$ cat config.mk
export PLATFORM = sky130hd
export DESIGN_NAME = erd_reg_map
export DESIGN_NICKNAME = d
export VERILOG_FILES = /design/src/core/erd_pkg.sv /design/src/core/erd_wreg_mem.sv /design/src/core/erd_map_decode.sv /design/src/core/erd_reg_map.sv
export VERILOG_INCLUDE_DIRS = /design/src /design/src/core
export SDC_FILE = /design/constraint.sdc
export NUM_CORES = 1
export LEC_CHECK = 0
export BUFFER_PORTS_ARGS = -buffer_cell sky130_fd_sc_hd__buf_2
export CAP_MARGIN = 20
export CORE_MARGIN = 2
export CORE_UTILIZATION = 50
export DETAILED_ROUTE_END_ITERATION = 10
export GPL_ROUTABILITY_DRIVEN = 0
export PLACE_DENSITY = 0.71
export SYNTH_ARGS = -nofsm -noshare
export SYNTH_HDL_FRONTEND = slang
export SYNTH_SLANG_ARGS = --single-unit
$ cat constraint.sdc
create_clock -name clk_sys_in -period 2.5 [get_ports clk_sys_in]
set_input_delay 0.625 -clock clk_sys_in [delete_from_list [all_inputs] [get_ports clk_sys_in]]
set_output_delay 0.625 -clock clk_sys_in [all_outputs]
set_load 0.005 [all_outputs]
$ cat src/core/erd_defs.svh
// Purpose: Constants of the register map decode block
// Assumes: Included by bare name; definitions only
// Notes: Register indices are pointer values, 8..15 need the point-high command
//
// Overview of operation
// - Frame status FIFO enabled only while enhancement control bit D2 is set.
// - FIFO enabled: read slots six and seven show FIFO status, not mirrors.
// - Alternate enhancement control is writable only while enhancement bit D0 is one.
// - With D0 set, writes to sync flag pattern go to alternate control instead.
// - Alternate control D6 makes write registers and alternate control readable.
// - Extended read at slot nine returns receive parameter control of the channel.
// - Extended read at slot eleven returns misc transmit/receive control register.
// - Extended read at slot fourteen returns the channel's alternate control register.
// - FIFO set, enhance clear: only FIFO; extended read needs D0 and D6.
// - Pointer bits D2..D0 of the command register select addresses zero to seven.
// - Point-high command with pointer bits adds eight for the next control access.
// - Each control read, and each control write other than to the command register, clears the pointer bits afterwards.
// - Channel select high picks channel A, low picks B, during the access.
`ifndef ERD_DEFS_SVH
`define ERD_DEFS_SVH

`define ERD_PTR_MSB 2
`define ERD_PTR_LSB 0
`define ERD_CMD_MSB 5
`define ERD_CMD_LSB 3
`define ERD_CMD_POINT_HIGH 3'h1
`define ERD_FIFO_EN_BIT 2
`define ERD_ENH_EN_BIT 0
`define ERD_EXT_READ_BIT 6

`define ERD_IDX_CMD 4'h0
`define ERD_IDX_STAT0 4'h0
`define ERD_IDX_STAT1 4'h1
`define ERD_IDX_SHARED_LO 4'h2
`define ERD_IDX_STAT2 4'h2
`define ERD_IDX_RX_PARAM 4'h3
`define ERD_IDX_STAT3 4'h3
`define ERD_IDX_TXRX_MODE 4'h4
`define ERD_IDX_TX_PARAM 4'h5
`define ERD_IDX_FIFO_LOW 4'h6
`define ERD_IDX_FIFO_HIGH 4'h7
`define ERD_IDX_SYNC_FLAG 4'h7
`define ERD_IDX_DATA 4'h8
`define ERD_IDX_SLOT_NINE 4'h9
`define ERD_IDX_SHARED_HI 4'h9
`define ERD_IDX_SLOT_TEN 4'hA
`define ERD_IDX_MISC_CTL 4'hA
`define ERD_IDX_SLOT_ELEVEN 4'hB
`define ERD_IDX_SLOT_THIRTEEN 4'hD
`define ERD_IDX_SLOT_FOURTEEN 4'hE
`define ERD_IDX_ENH_CTL 4'hF
`define ERD_IDX_SLOT_FIFTEEN 4'hF

`define ERD_RESET_BYTE 8'h00

`endif

$ cat src/core/erd_pkg.sv
// Purpose: Types shared by the register map decode files
// Assumes: Nothing
// Notes: Constants live in erd_defs.svh
package erd_pkg;
   typedef enum logic [1:0] {SRC_STATUS, SRC_WREG, SRC_ALT} erd_src_e;
   typedef enum logic {ST_IDLE, ST_READ} erd_state_e;
   typedef logic [7:0] erd_byte_t;
endpackage

$ cat src/core/erd_wreg_mem.sv
// Purpose: Storage of the write registers, 16 per channel
// Assumes: Address is {channel A, index}
// Notes: Read data is registered, one cycle latency
`timescale 1ns/1ns
`include "erd_defs.svh"
module erd_wreg_mem
(
   input wire logic clk_sys_in,
   input wire logic reset_in,
   input wire logic we_in,
   input wire logic [4:0] waddr_in,
   input wire logic [7:0] wdata_in,
   input wire logic [4:0] raddr_in,
   output logic [7:0] rdata_out
);
   typedef struct packed
   {
      logic [31:0][7:0] mem;
      logic [7:0] rdata;
   } erd_mem_s;

   erd_mem_s q;
   erd_mem_s next_q;

   always_comb
   begin
      next_q = q;
      next_q.rdata = q.mem[raddr_in];
      if (we_in)
      begin
         next_q.mem[waddr_in] = wdata_in;
      end
   end

   always_ff @(posedge clk_sys_in)
   begin
      if (reset_in)
      begin
         q <= '0;
      end
      else
      begin
         q <= next_q;
      end
   end

   assign rdata_out = q.rdata;
endmodule // erd_wreg_mem

$ cat src/core/erd_map_decode.sv
// Purpose: Maps an access index onto read source and write target
// Assumes: Index is the already formed 4-bit register address
// Notes: Purely combinational; the top registers all results
`timescale 1ns/1ns
`include "erd_defs.svh"
module erd_map_decode
(
   input wire logic [3:0] idx_in,
   input wire logic chan_a_in,
   input wire logic fifo_en_in,
   input wire logic enh_en_in,
   input wire logic ext_bit_in,
   output erd_pkg::erd_src_e rd_src_out,
   output logic [3:0] rd_idx_out,
   output logic wr_to_alt_out,
   output logic wr_chan_a_out
);
   logic ext_rd;

   // Extended read needs both bits, so the FIFO bit alone never enables it
   function automatic logic ext_read(input logic enh, input logic ext_bit);
      ext_read = enh & ext_bit;
   endfunction

   always_comb
   begin
      ext_rd = ext_read(enh_en_in, ext_bit_in);
      rd_src_out = erd_pkg::SRC_STATUS;
      rd_idx_out = idx_in;
      case (idx_in)
         `ERD_IDX_TXRX_MODE, `ERD_IDX_TX_PARAM:
         begin
            if (ext_rd)
            begin
               rd_src_out = erd_pkg::SRC_WREG;
            end
            else
            begin
               rd_idx_out = (idx_in == `ERD_IDX_TXRX_MODE) ? `ERD_IDX_STAT0 : `ERD_IDX_STAT1;
            end
         end
         `ERD_IDX_FIFO_LOW, `ERD_IDX_FIFO_HIGH:
         begin
            if (!fifo_en_in)
            begin
               rd_idx_out = (idx_in == `ERD_IDX_FIFO_LOW) ? `ERD_IDX_STAT2 : `ERD_IDX_STAT3;
            end
         end
         `ERD_IDX_SLOT_NINE:
         begin
            if (ext_rd)
            begin
               rd_src_out = erd_pkg::SRC_WREG;
               rd_idx_out = `ERD_IDX_RX_PARAM;
            end
            else
            begin
               rd_idx_out = `ERD_IDX_SLOT_THIRTEEN;
            end
         end
         `ERD_IDX_SLOT_ELEVEN:
         begin
            if (ext_rd)
            begin
               rd_src_out = erd_pkg::SRC_WREG;
               rd_idx_out = `ERD_IDX_MISC_CTL;
            end
            else
            begin
               rd_idx_out = `ERD_IDX_SLOT_FIFTEEN;
            end
         end
         `ERD_IDX_SLOT_FOURTEEN:
         begin
            if (ext_rd)
            begin
               rd_src_out = erd_pkg::SRC_ALT;
            end
            else
            begin
               rd_idx_out = `ERD_IDX_SLOT_TEN;
            end
         end
         default:
         begin
            rd_idx_out = idx_in;
         end
      endcase
      wr_to_alt_out = enh_en_in && (idx_in == `ERD_IDX_SYNC_FLAG);
      // Shared write registers live in the channel B slot
      wr_chan_a_out = chan_a_in;
      if (idx_in == `ERD_IDX_SHARED_LO || idx_in == `ERD_IDX_SHARED_HI)
      begin
         wr_chan_a_out = 1'b0;
      end
   end
endmodule // erd_map_decode

$ cat src/core/erd_reg_map.sv
// Purpose: Host register port: pointer, channel select, enhancement decode
// Assumes: Host strobes are one-cycle pulses synchronous to clk_sys_in
// Notes: Reads answer two cycles after the strobe; writes take one cycle
`timescale 1ns/1ns
`include "erd_defs.svh"
module erd_reg_map
(
   input wire logic clk_sys_in,
   input wire logic reset_in,
   input wire logic chip_sel_in,
   input wire logic rd_req_in,
   input wire logic wr_req_in,
   input wire logic data_sel_in,
   input wire logic chan_a_sel_in,
   input wire logic [7:0] wdata_in,
   input wire logic [127:0] status_a_in,
   input wire logic [127:0] status_b_in,
   output logic [7:0] rdata_out,
   output logic rdata_valid_out,
   output logic wr_pulse_out,
   output logic [3:0] wr_index_out,
   output logic wr_chan_a_out,
   output logic [7:0] wr_data_out,
   output logic [1:0] fifo_enable_out,
   output logic [1:0] enhance_enable_out,
   output logic [7:0] alt_ctrl_a_out,
   output logic [7:0] alt_ctrl_b_out,
   output logic [3:0] pointer_out
);
   typedef struct packed
   {
      erd_pkg::erd_state_e st;
      logic [2:0] ptr;
      logic ptr_high;
      logic chan_a;
      erd_pkg::erd_src_e src;
      logic [3:0] rd_idx;
      erd_pkg::erd_byte_t alt_a;
      erd_pkg::erd_byte_t alt_b;
      erd_pkg::erd_byte_t enh_a;
      erd_pkg::erd_byte_t enh_b;
      erd_pkg::erd_byte_t rdata;
      logic rvalid;
      logic wpulse;
      logic [3:0] widx;
      logic wchan_a;
      erd_pkg::erd_byte_t wdata;
   } erd_top_s;

   erd_top_s q;
   erd_top_s next_q;

   logic [3:0] acc_idx;
   erd_pkg::erd_byte_t sel_enh;
   erd_pkg::erd_byte_t sel_alt;
   logic wr_acc;
   logic rd_acc;
   erd_pkg::erd_src_e dec_src;
   logic [3:0] dec_idx;
   logic dec_to_alt;
   logic dec_wchan_a;
   logic mem_we;
   erd_pkg::erd_byte_t mem_rdata;

   function automatic erd_pkg::erd_byte_t pick_byte(input logic [127:0] bank, input logic [3:0] idx);
      pick_byte = bank[{idx, 3'h0} +: 8];
   endfunction

   // Strobes during a pending read are dropped; both strobes at once is not an access
   assign wr_acc = chip_sel_in && wr_req_in && !rd_req_in && (q.st == erd_pkg::ST_IDLE);
   assign rd_acc = chip_sel_in && rd_req_in && !wr_req_in && (q.st == erd_pkg::ST_IDLE);
   assign acc_idx = data_sel_in ? `ERD_IDX_DATA : {q.ptr_high, q.ptr};
   assign sel_enh = chan_a_sel_in ? q.enh_a : q.enh_b;
   assign sel_alt = chan_a_sel_in ? q.alt_a : q.alt_b;
   assign mem_we = wr_acc && !dec_to_alt;

   erd_map_decode u_decode
   (
      .idx_in(acc_idx),
      .chan_a_in(chan_a_sel_in),
      .fifo_en_in(sel_enh[`ERD_FIFO_EN_BIT]),
      .enh_en_in(sel_enh[`ERD_ENH_EN_BIT]),
      .ext_bit_in(sel_alt[`ERD_EXT_READ_BIT]),
      .rd_src_out(dec_src),
      .rd_idx_out(dec_idx),
      .wr_to_alt_out(dec_to_alt),
      .wr_chan_a_out(dec_wchan_a)
   );

   erd_wreg_mem u_wreg_mem
   (
      .clk_sys_in(clk_sys_in),
      .reset_in(reset_in),
      .we_in(mem_we),
      .waddr_in({dec_wchan_a, acc_idx}),
      .wdata_in(wdata_in),
      .raddr_in({chan_a_sel_in, dec_idx}),
      .rdata_out(mem_rdata)
   );

   always_comb
   begin
      next_q = q;
      next_q.wpulse = 1'b0;
      next_q.rvalid = 1'b0;
      case (q.st)
         erd_pkg::ST_IDLE:
         begin
            if (wr_acc)
            begin
               if (dec_to_alt)
               begin
                  if (chan_a_sel_in)
                  begin
                     next_q.alt_a = wdata_in;
                  end
                  else
                  begin
                     next_q.alt_b = wdata_in;
                  end
               end
               else
               begin
                  next_q.wpulse = 1'b1;
                  next_q.widx = acc_idx;
                  next_q.wchan_a = dec_wchan_a;
                  next_q.wdata = wdata_in;
                  if (acc_idx == `ERD_IDX_ENH_CTL)
                  begin
                     if (chan_a_sel_in)
                     begin
                        next_q.enh_a = wdata_in;
                     end
                     else
                     begin
                        next_q.enh_b = wdata_in;
                     end
                  end
               end
               if (!data_sel_in)
               begin
                  // Only the command register loads the pointer; all others clear it
                  if (acc_idx == `ERD_IDX_CMD)
                  begin
                     next_q.ptr = wdata_in[`ERD_PTR_MSB:`ERD_PTR_LSB];
                     next_q.ptr_high = (wdata_in[`ERD_CMD_MSB:`ERD_CMD_LSB] == `ERD_CMD_POINT_HIGH);
                  end
                  else
                  begin
                     next_q.ptr = 3'h0;
                     next_q.ptr_high = 1'b0;
                  end
               end
            end
            else if (rd_acc)
            begin
               next_q.st = erd_pkg::ST_READ;
               next_q.src = dec_src;
               next_q.rd_idx = dec_idx;
               next_q.chan_a = chan_a_sel_in;
               if (!data_sel_in)
               begin
                  next_q.ptr = 3'h0;
                  next_q.ptr_high = 1'b0;
               end
            end
         end
         erd_pkg::ST_READ:
         begin
            case (q.src)
               erd_pkg::SRC_WREG:
               begin
                  next_q.rdata = mem_rdata;
               end
               erd_pkg::SRC_ALT:
               begin
                  next_q.rdata = q.chan_a ? q.alt_a : q.alt_b;
               end
               default:
               begin
                  // FIFO status bytes arrive in slots six and seven of the status bank
                  next_q.rdata = pick_byte(q.chan_a ? status_a_in : status_b_in, q.rd_idx);
               end
            endcase
            next_q.rvalid = 1'b1;
            next_q.st = erd_pkg::ST_IDLE;
         end
         default:
         begin
            next_q.st = erd_pkg::ST_IDLE;
         end
      endcase
   end

   always_ff @(posedge clk_sys_in)
   begin
      if (reset_in)
      begin
         q <= '0;
      end
      else
      begin
         q <= next_q;
      end
   end

   assign rdata_out = q.rdata;
   assign rdata_valid_out = q.rvalid;
   assign wr_pulse_out = q.wpulse;
   assign wr_index_out = q.widx;
   assign wr_chan_a_out = q.wchan_a;
   assign wr_data_out = q.wdata;
   assign fifo_enable_out = {q.enh_a[`ERD_FIFO_EN_BIT], q.enh_b[`ERD_FIFO_EN_BIT]};
   assign enhance_enable_out = {q.enh_a[`ERD_ENH_EN_BIT], q.enh_b[`ERD_ENH_EN_BIT]};
   assign alt_ctrl_a_out = q.alt_a;
   assign alt_ctrl_b_out = q.alt_b;
   assign pointer_out = {q.ptr_high, q.ptr};
endmodule // erd_reg_map

# After elaboration in Yosys (flattened, before gate mapping)
# Index checks and enable logic that the tools add are counted.
dict set report op_classes {
  order_cmp 3
  n_eq_ne 14
  shifts 1
  n_mux 32
  bitwise 5
  n_reduce_logical 26
}
# operator count
set op_table {}
lappend op_table {{$bwmux 256} 1}
lappend op_table {{$mux 128} 1}
lappend op_table {{$shiftx 128x8->8} 1}
lappend op_table {{$bmux 8 s5} 1}
lappend op_table {{$demux 8 s5} 1}
lappend op_table {{$mux 4} 9}
lappend op_table {{$mux 8} 3}
lappend op_table {{$pmux 4 s5} 1}
lappend op_table {{$eq 4x3->1 const B} 4}
lappend op_table {{$eq 4x4->1 const B} 4}
lappend op_table {{$pmux 8 s2} 1}
lappend op_table {{$mux 14} 1}
lappend op_table {{$lt 5x6->1 const B} 2}
lappend op_table {{$mux 12} 1}
lappend op_table {{$reduce_and 4->1} 3}
lappend op_table {{$reduce_and 5->1} 2}
lappend op_table {{$logic_and 1x1->1} 9}
lappend op_table {{$mux 7} 1}
lappend op_table {{$mux 1} 6}
lappend op_table {{$mux 3} 2}
lappend op_table {{$reduce_and 3->1} 2}
lappend op_table {{$ge 5x1->1 const B} 1}
lappend op_table {{$eq 4x2->1 const B} 1}
lappend op_table {{$logic_not 4->1} 1}
lappend op_table {{15 further kinds} 22}
dict set report totals {
  reg_bits 321
  in_bits 271
  output_inout_bits 47
  word_cells 130
}

# Longest topological paths before layout
dict set report depth {
  ltp_word 9
  depth_mapped 11
  ltp_nobuf 7
}

# Cells and area by module
# Synthesis repeated with hierarchy kept, for this count alone.
dict set report hier_totals {
  cells_unflattened 1920
  hier_area_um2 16947.5
}
# mod n_inst cells_each area_per_inst_um2 seq_area_each_um2
set by_module_without_submodules {}
lappend by_module_without_submodules {erd_wreg_mem 1 1359 11905.2 5285.1}
lappend by_module_without_submodules {erd_reg_map 1 534 4897.2 1101.1}
lappend by_module_without_submodules {erd_map_decode 1 27 145.1 0.0}

# Worst setup path after synthesis
# OpenSTA, ideal clock, no wires.
dict set report synth_timing {
  kind {input to register}
  startpoint {input port chan_a_sel_in}
  endpoint {register u_wreg_mem.q[135] (netlist bit)}
  setup_ps 128
  arrival_time_ps 2223
  required_ps 2372
  slack_ps 150
  cell_stages 10
  n_path_buf 3
  path_cell_list {buf_2 -> mux2_2 -> nand4_1 -> and2_1 -> buf_2 -> nand3_4 -> nor2b_1 -> buf_4 -> mux2i_1 -> nor2_1}
}
dict set report synth_via {
  elab_chain_len 6
  elab_cells_between_ends 11
  classes_between {2 x order compare; 5 x mux; 4 x reduce/logical}
}
# item line
set synth_rtl {}
lappend synth_rtl {{start, declared} erd_reg_map.sv:14} ;# input wire logic chan_a_sel_in,
lappend synth_rtl {{$mux 1} erd_map_decode.sv:92} ;# if (idx_in == `ERD_IDX_SHARED_LO || idx_in == `ERD_IDX_SHARED_HI)
lappend synth_rtl {{$lt 5x6->1 (not written as such) / $ge 5x1->1 (equally long branches)} erd_wreg_mem.sv:31} ;# next_q.mem[waddr_in] = wdata_in;
lappend synth_rtl {{$logic_and 1x1->1 (not written as such)} erd_wreg_mem.sv:31}
lappend synth_rtl {{$mux 8 (not written as such)} erd_wreg_mem.sv:31}
lappend synth_rtl {{$demux 8 s5} -}
lappend synth_rtl {{$bwmux 256} erd_wreg_mem.sv:31}
lappend synth_rtl {{end signal, assigned} erd_wreg_mem.sv:43} ;# q <= next_q;
lappend synth_rtl {{end, declared} erd_wreg_mem.sv:22} ;# erd_mem_s q;
# Parallel ways exist; a longest one is shown, timed or not.
# A chain may end at the register's enable or synchronous reset.

# Worst setup path after layout
dict set report layout_timing {
  startpoint {register q[61] (netlist bit)}
  endpoint {register q (netlist bit rdata_out[4])}
}
dict set report layout_via {
  elab_chain_len 3
  elab_cells_between_ends 4
  classes_between {1 x shift; 3 x mux}
}
# item line
set layout_rtl {}
lappend layout_rtl {{start, declared} erd_reg_map.sv:50} ;# erd_top_s q;
lappend layout_rtl {{start signal, assigned} erd_reg_map.sv:203} ;# q <= next_q;
lappend layout_rtl {{$mux 128} erd_reg_map.sv:182} ;# next_q.rdata = pick_byte(q.chan_a ? status_a_in : status_b_in, q.rd_idx);
lappend layout_rtl {{$shiftx 128x8->8} erd_reg_map.sv:66} ;# pick_byte = bank[{idx, 3'h0} +: 8];
lappend layout_rtl {{$pmux 8 s2 (*)} erd_reg_map.sv:170} ;# case (q.src)
# Mark *: on every way between the ends. The rest lies on a longest branch, timed or not.

==> results.txt <==
Final cycle utilization of the critical path = 95.7%
Critical path endpoint category = flop
Flip-flop and latch count after synthesis = 319
Via count of the first global-routing pass = 15.2k
Most frequently used flop master after synthesis = sky130_fd_sc_hd__dfxtp_1
Critical path data arrival time = 2.80 ns
Count of standard-cell rows = 66
Max Freq = 418 MHz
Total number of clock tree sinks = 319
Worst-margin pin slew = 0.904 ns
Residual overflow from global routing = 0
DR vias = 16.0k
Initial detailed-routing violation count = 1743
Final WL = 59300 microns
Async set-reset flop share out of synthesis = 0%
Num CTS Buffers = 34
Pin count of the biggest net entering global routing = 118
Number of synthesized flops with an enable pin = 0
Fraction of the yosys area taken by sequential cells = 38.4%
Mapped cell area = 16600 sq um
Area growth, synth to finish = 22.4%
Synthesized area per cell = 8.91 sq um
Starting utilization of the core area = 51.0%
Count of final hold-check violations = 0
Number of antenna violations at the first check in global routing = 5
Area contributors post-synth = sky130_fd_sc_hd__dfxtp_1 38%, sky130_fd_sc_hd__mux2i_1 13%, sky130_fd_sc_hd__mux4_2 11%
Post-route ant nets = 0
Worst-case headroom to the max-slew limit = 39.8%
Clock insertion delay at the later pin of the skew report = 0.53 ns
Number of design rule violations left after detail routing = 0
Clock tree from TritonCTS = done
Wirelength per Cell = 22.7 microns
Final setup fails = 0
Setup repair after global routing missed its margin = no
Max-slew violation total from the final report = 0
Number of nets produced by synthesis = 2139
Vias per cell = 6.13
Design Power = 11.2 mW
Largest buffer count on any clock path = 3
Fillers = 2723
Area leader, netlist = sky130_fd_sc_hd__dfxtp_1
Power density cells = 551 nW/um^2
Number of setup buffers added after CTS = 0
First-pass GRT wire length = 90100 microns
Area used by multi-input combinational logic = 9180 sq um
Share of the synthesized area in the top cell type = 38.4%
Mapped Cells = 1866
Number of port buffers = 317
Min Tclk post-route = 2.39 ns
Required time of the worst setup path = 2.91 ns
Width of the die = 186 microns
Register clock-pin slew on the reported worst setup and hold paths = 0.06 ns
Number of levels the H-tree was split into = 2
Crit Path Class = flop to flop
Count of yosys warnings during synthesis = 0
NumNets Final = 2422
Outcome = finished, final reports clean
Critical Path Start Type = flop
Clk Tree Root Cell = sky130_fd_sc_hd__clkbuf_16
Final Skew = 0.0243 ns
Area of the die = 34700 sq um
Cell with the most instances after synthesis = sky130_fd_sc_hd__dfxtp_1
Number of detailed-route iterations in the first pass = 5
# IOs = 318
Number of distinct library cell variants in the gate-level netlist after synthesis = 61
Area of the core = 32600 sq um
Final worst hold slack = 0.455 ns
Layout cell share with drive strength beyond 1 = 29.2%
Critical Path Fanout Max = 27
GRT Total Usage = 32.8%
Seq. cell area = 6390 sq um
Static Leak = 7.98 nW
Max-cap check violation count = 0
Most used standard cells in the synthesized netlist = 319 x sky130_fd_sc_hd__dfxtp_1, 303 x sky130_fd_sc_hd__nand2_1, 220 x sky130_fd_sc_hd__nor2_1
Worst hold-check path type = flop to flop
Floorplan die height = 186 microns
Post-detailed-placement half-perimeter wirelength = 42200 microns
IR drop worst, VDD = 0.000517 V
-- sequential cells by signal (all words and copies together) (netlist names) --
name,count
alt_ctrl_b_out,8
rdata_out,8
rdata_valid_out,1
pointer_out,4
alt_ctrl_a_out,8
u_wreg_mem.rdata_out,8
fifo_enable_out,2
wr_chan_a_out,1
wr_pulse_out,1
wr_data_out,8
u_wreg_mem.q,256
enhance_enable_out,2
q,8
wr_index_out,4
-- layer usage --
metal / vias to the layer above / part of all wire, % / global-route usage [%]
li1: 7164 / - / -
met1: 7706 / 39 / 42.6
met2: 1002 / 45 / 51.6
met3: 157 / 11 / 8.39
met4: 4 / 4.4 / 14.7
met5: - / 0.054 / 0
-- worst max-delay path, cell delays in order, from the launching register on --
cell and delay (ns):
sky130_fd_sc_hd__dfxtp_4 0.39, sky130_fd_sc_hd__buf_12 0.23, sky130_fd_sc_hd__mux4_2 0.55, sky130_fd_sc_hd__mux4_2 0.59, sky130_fd_sc_hd__mux2i_1 0.16, sky130_fd_sc_hd__nand2_1 0.07
sky130_fd_sc_hd__a32o_1 0.26
-- final cells by class --
cell class / count / share of cell area [%]
diodes: 2 / 0.0246
clock buffers: 51 / 4.99
clock inverters: 8 / 0.424
inverters: 7 / 0.129
multi-input cells: 1323 / 45.1
flip-flops and latches: 319 / 31.4
well taps: 442 / 2.72
repair buffers: 464 / 15.1
-- final timing paths --
path                                       start                to  slack (ns)  cells past startpoint
worst min register to register  u_wreg_mem.q[85]  u_wreg_mem.q[85]        0.46                      2
worst min-delay path            u_wreg_mem.q[85]  u_wreg_mem.q[85]        0.46                      2
worst max-delay path                       q[61]      rdata_out[4]        0.11                      6
worst max register to register             q[61]      rdata_out[4]        0.11                      6
-- cell families after synthesis --
family / share of synthesized area [%]
AND/OR/NAND/NOR: 20.1
flip-flops: 38.4
multiplexers: 24.6
AO/OA/AOI/OAI: 10.1
buffers and inverters: 6.58
adder cells (fa/ha/maj): 0.151
-- power breakdown --
group | switching, mW | leakage [nW] | internal [mW]
sequential | 0.0252 | 2.57 | 5.11
clock | 2.06 | 0.541 | 2.92
combinational | 0.602 | 4.87 | 0.488
-- layout by cell type (no fill, tap or decap), drive strengths merged, types with 9 or more instances in the layout --
cell type and instances:
nor3 22, buf 463, o311ai 13, nand2b 12, a31oi 24, nor2 229
mux2i 217, mux2 10, o21ai 13, nand4 15, nand2 303, a21oi 109
nand3 130, mux4 80, nor2b 25, o221ai 9, a32oi 17, o22ai 17
o32ai 12, clkbuf 52, dfxtp 319
-- per-stage QoR --
step	cells	setup WS, ns	utilization (%)	instance area, sq um	TNS (ns)
after global routing	2616	0.0119	62.4	20300	0
after CTS	2614	0.0251	62.3	20300	0
after floorplan	1866	0.150	-	16600	0
final	2616	0.107	62.4	20300	0
after global placement	2555	-0.334	58.9	19200	-14.16
after detailed placement	2555	-0.308	58.9	19200	-19.14
-- repair_timing --
action / CTS / global route
endpoints found under the setup margin: 6 / 34
pin swaps: 0 / 1
resized for setup: 2 / 5
hold buffers: 0 / 0
Note: power is estimated with default switching activity, not from simulation.
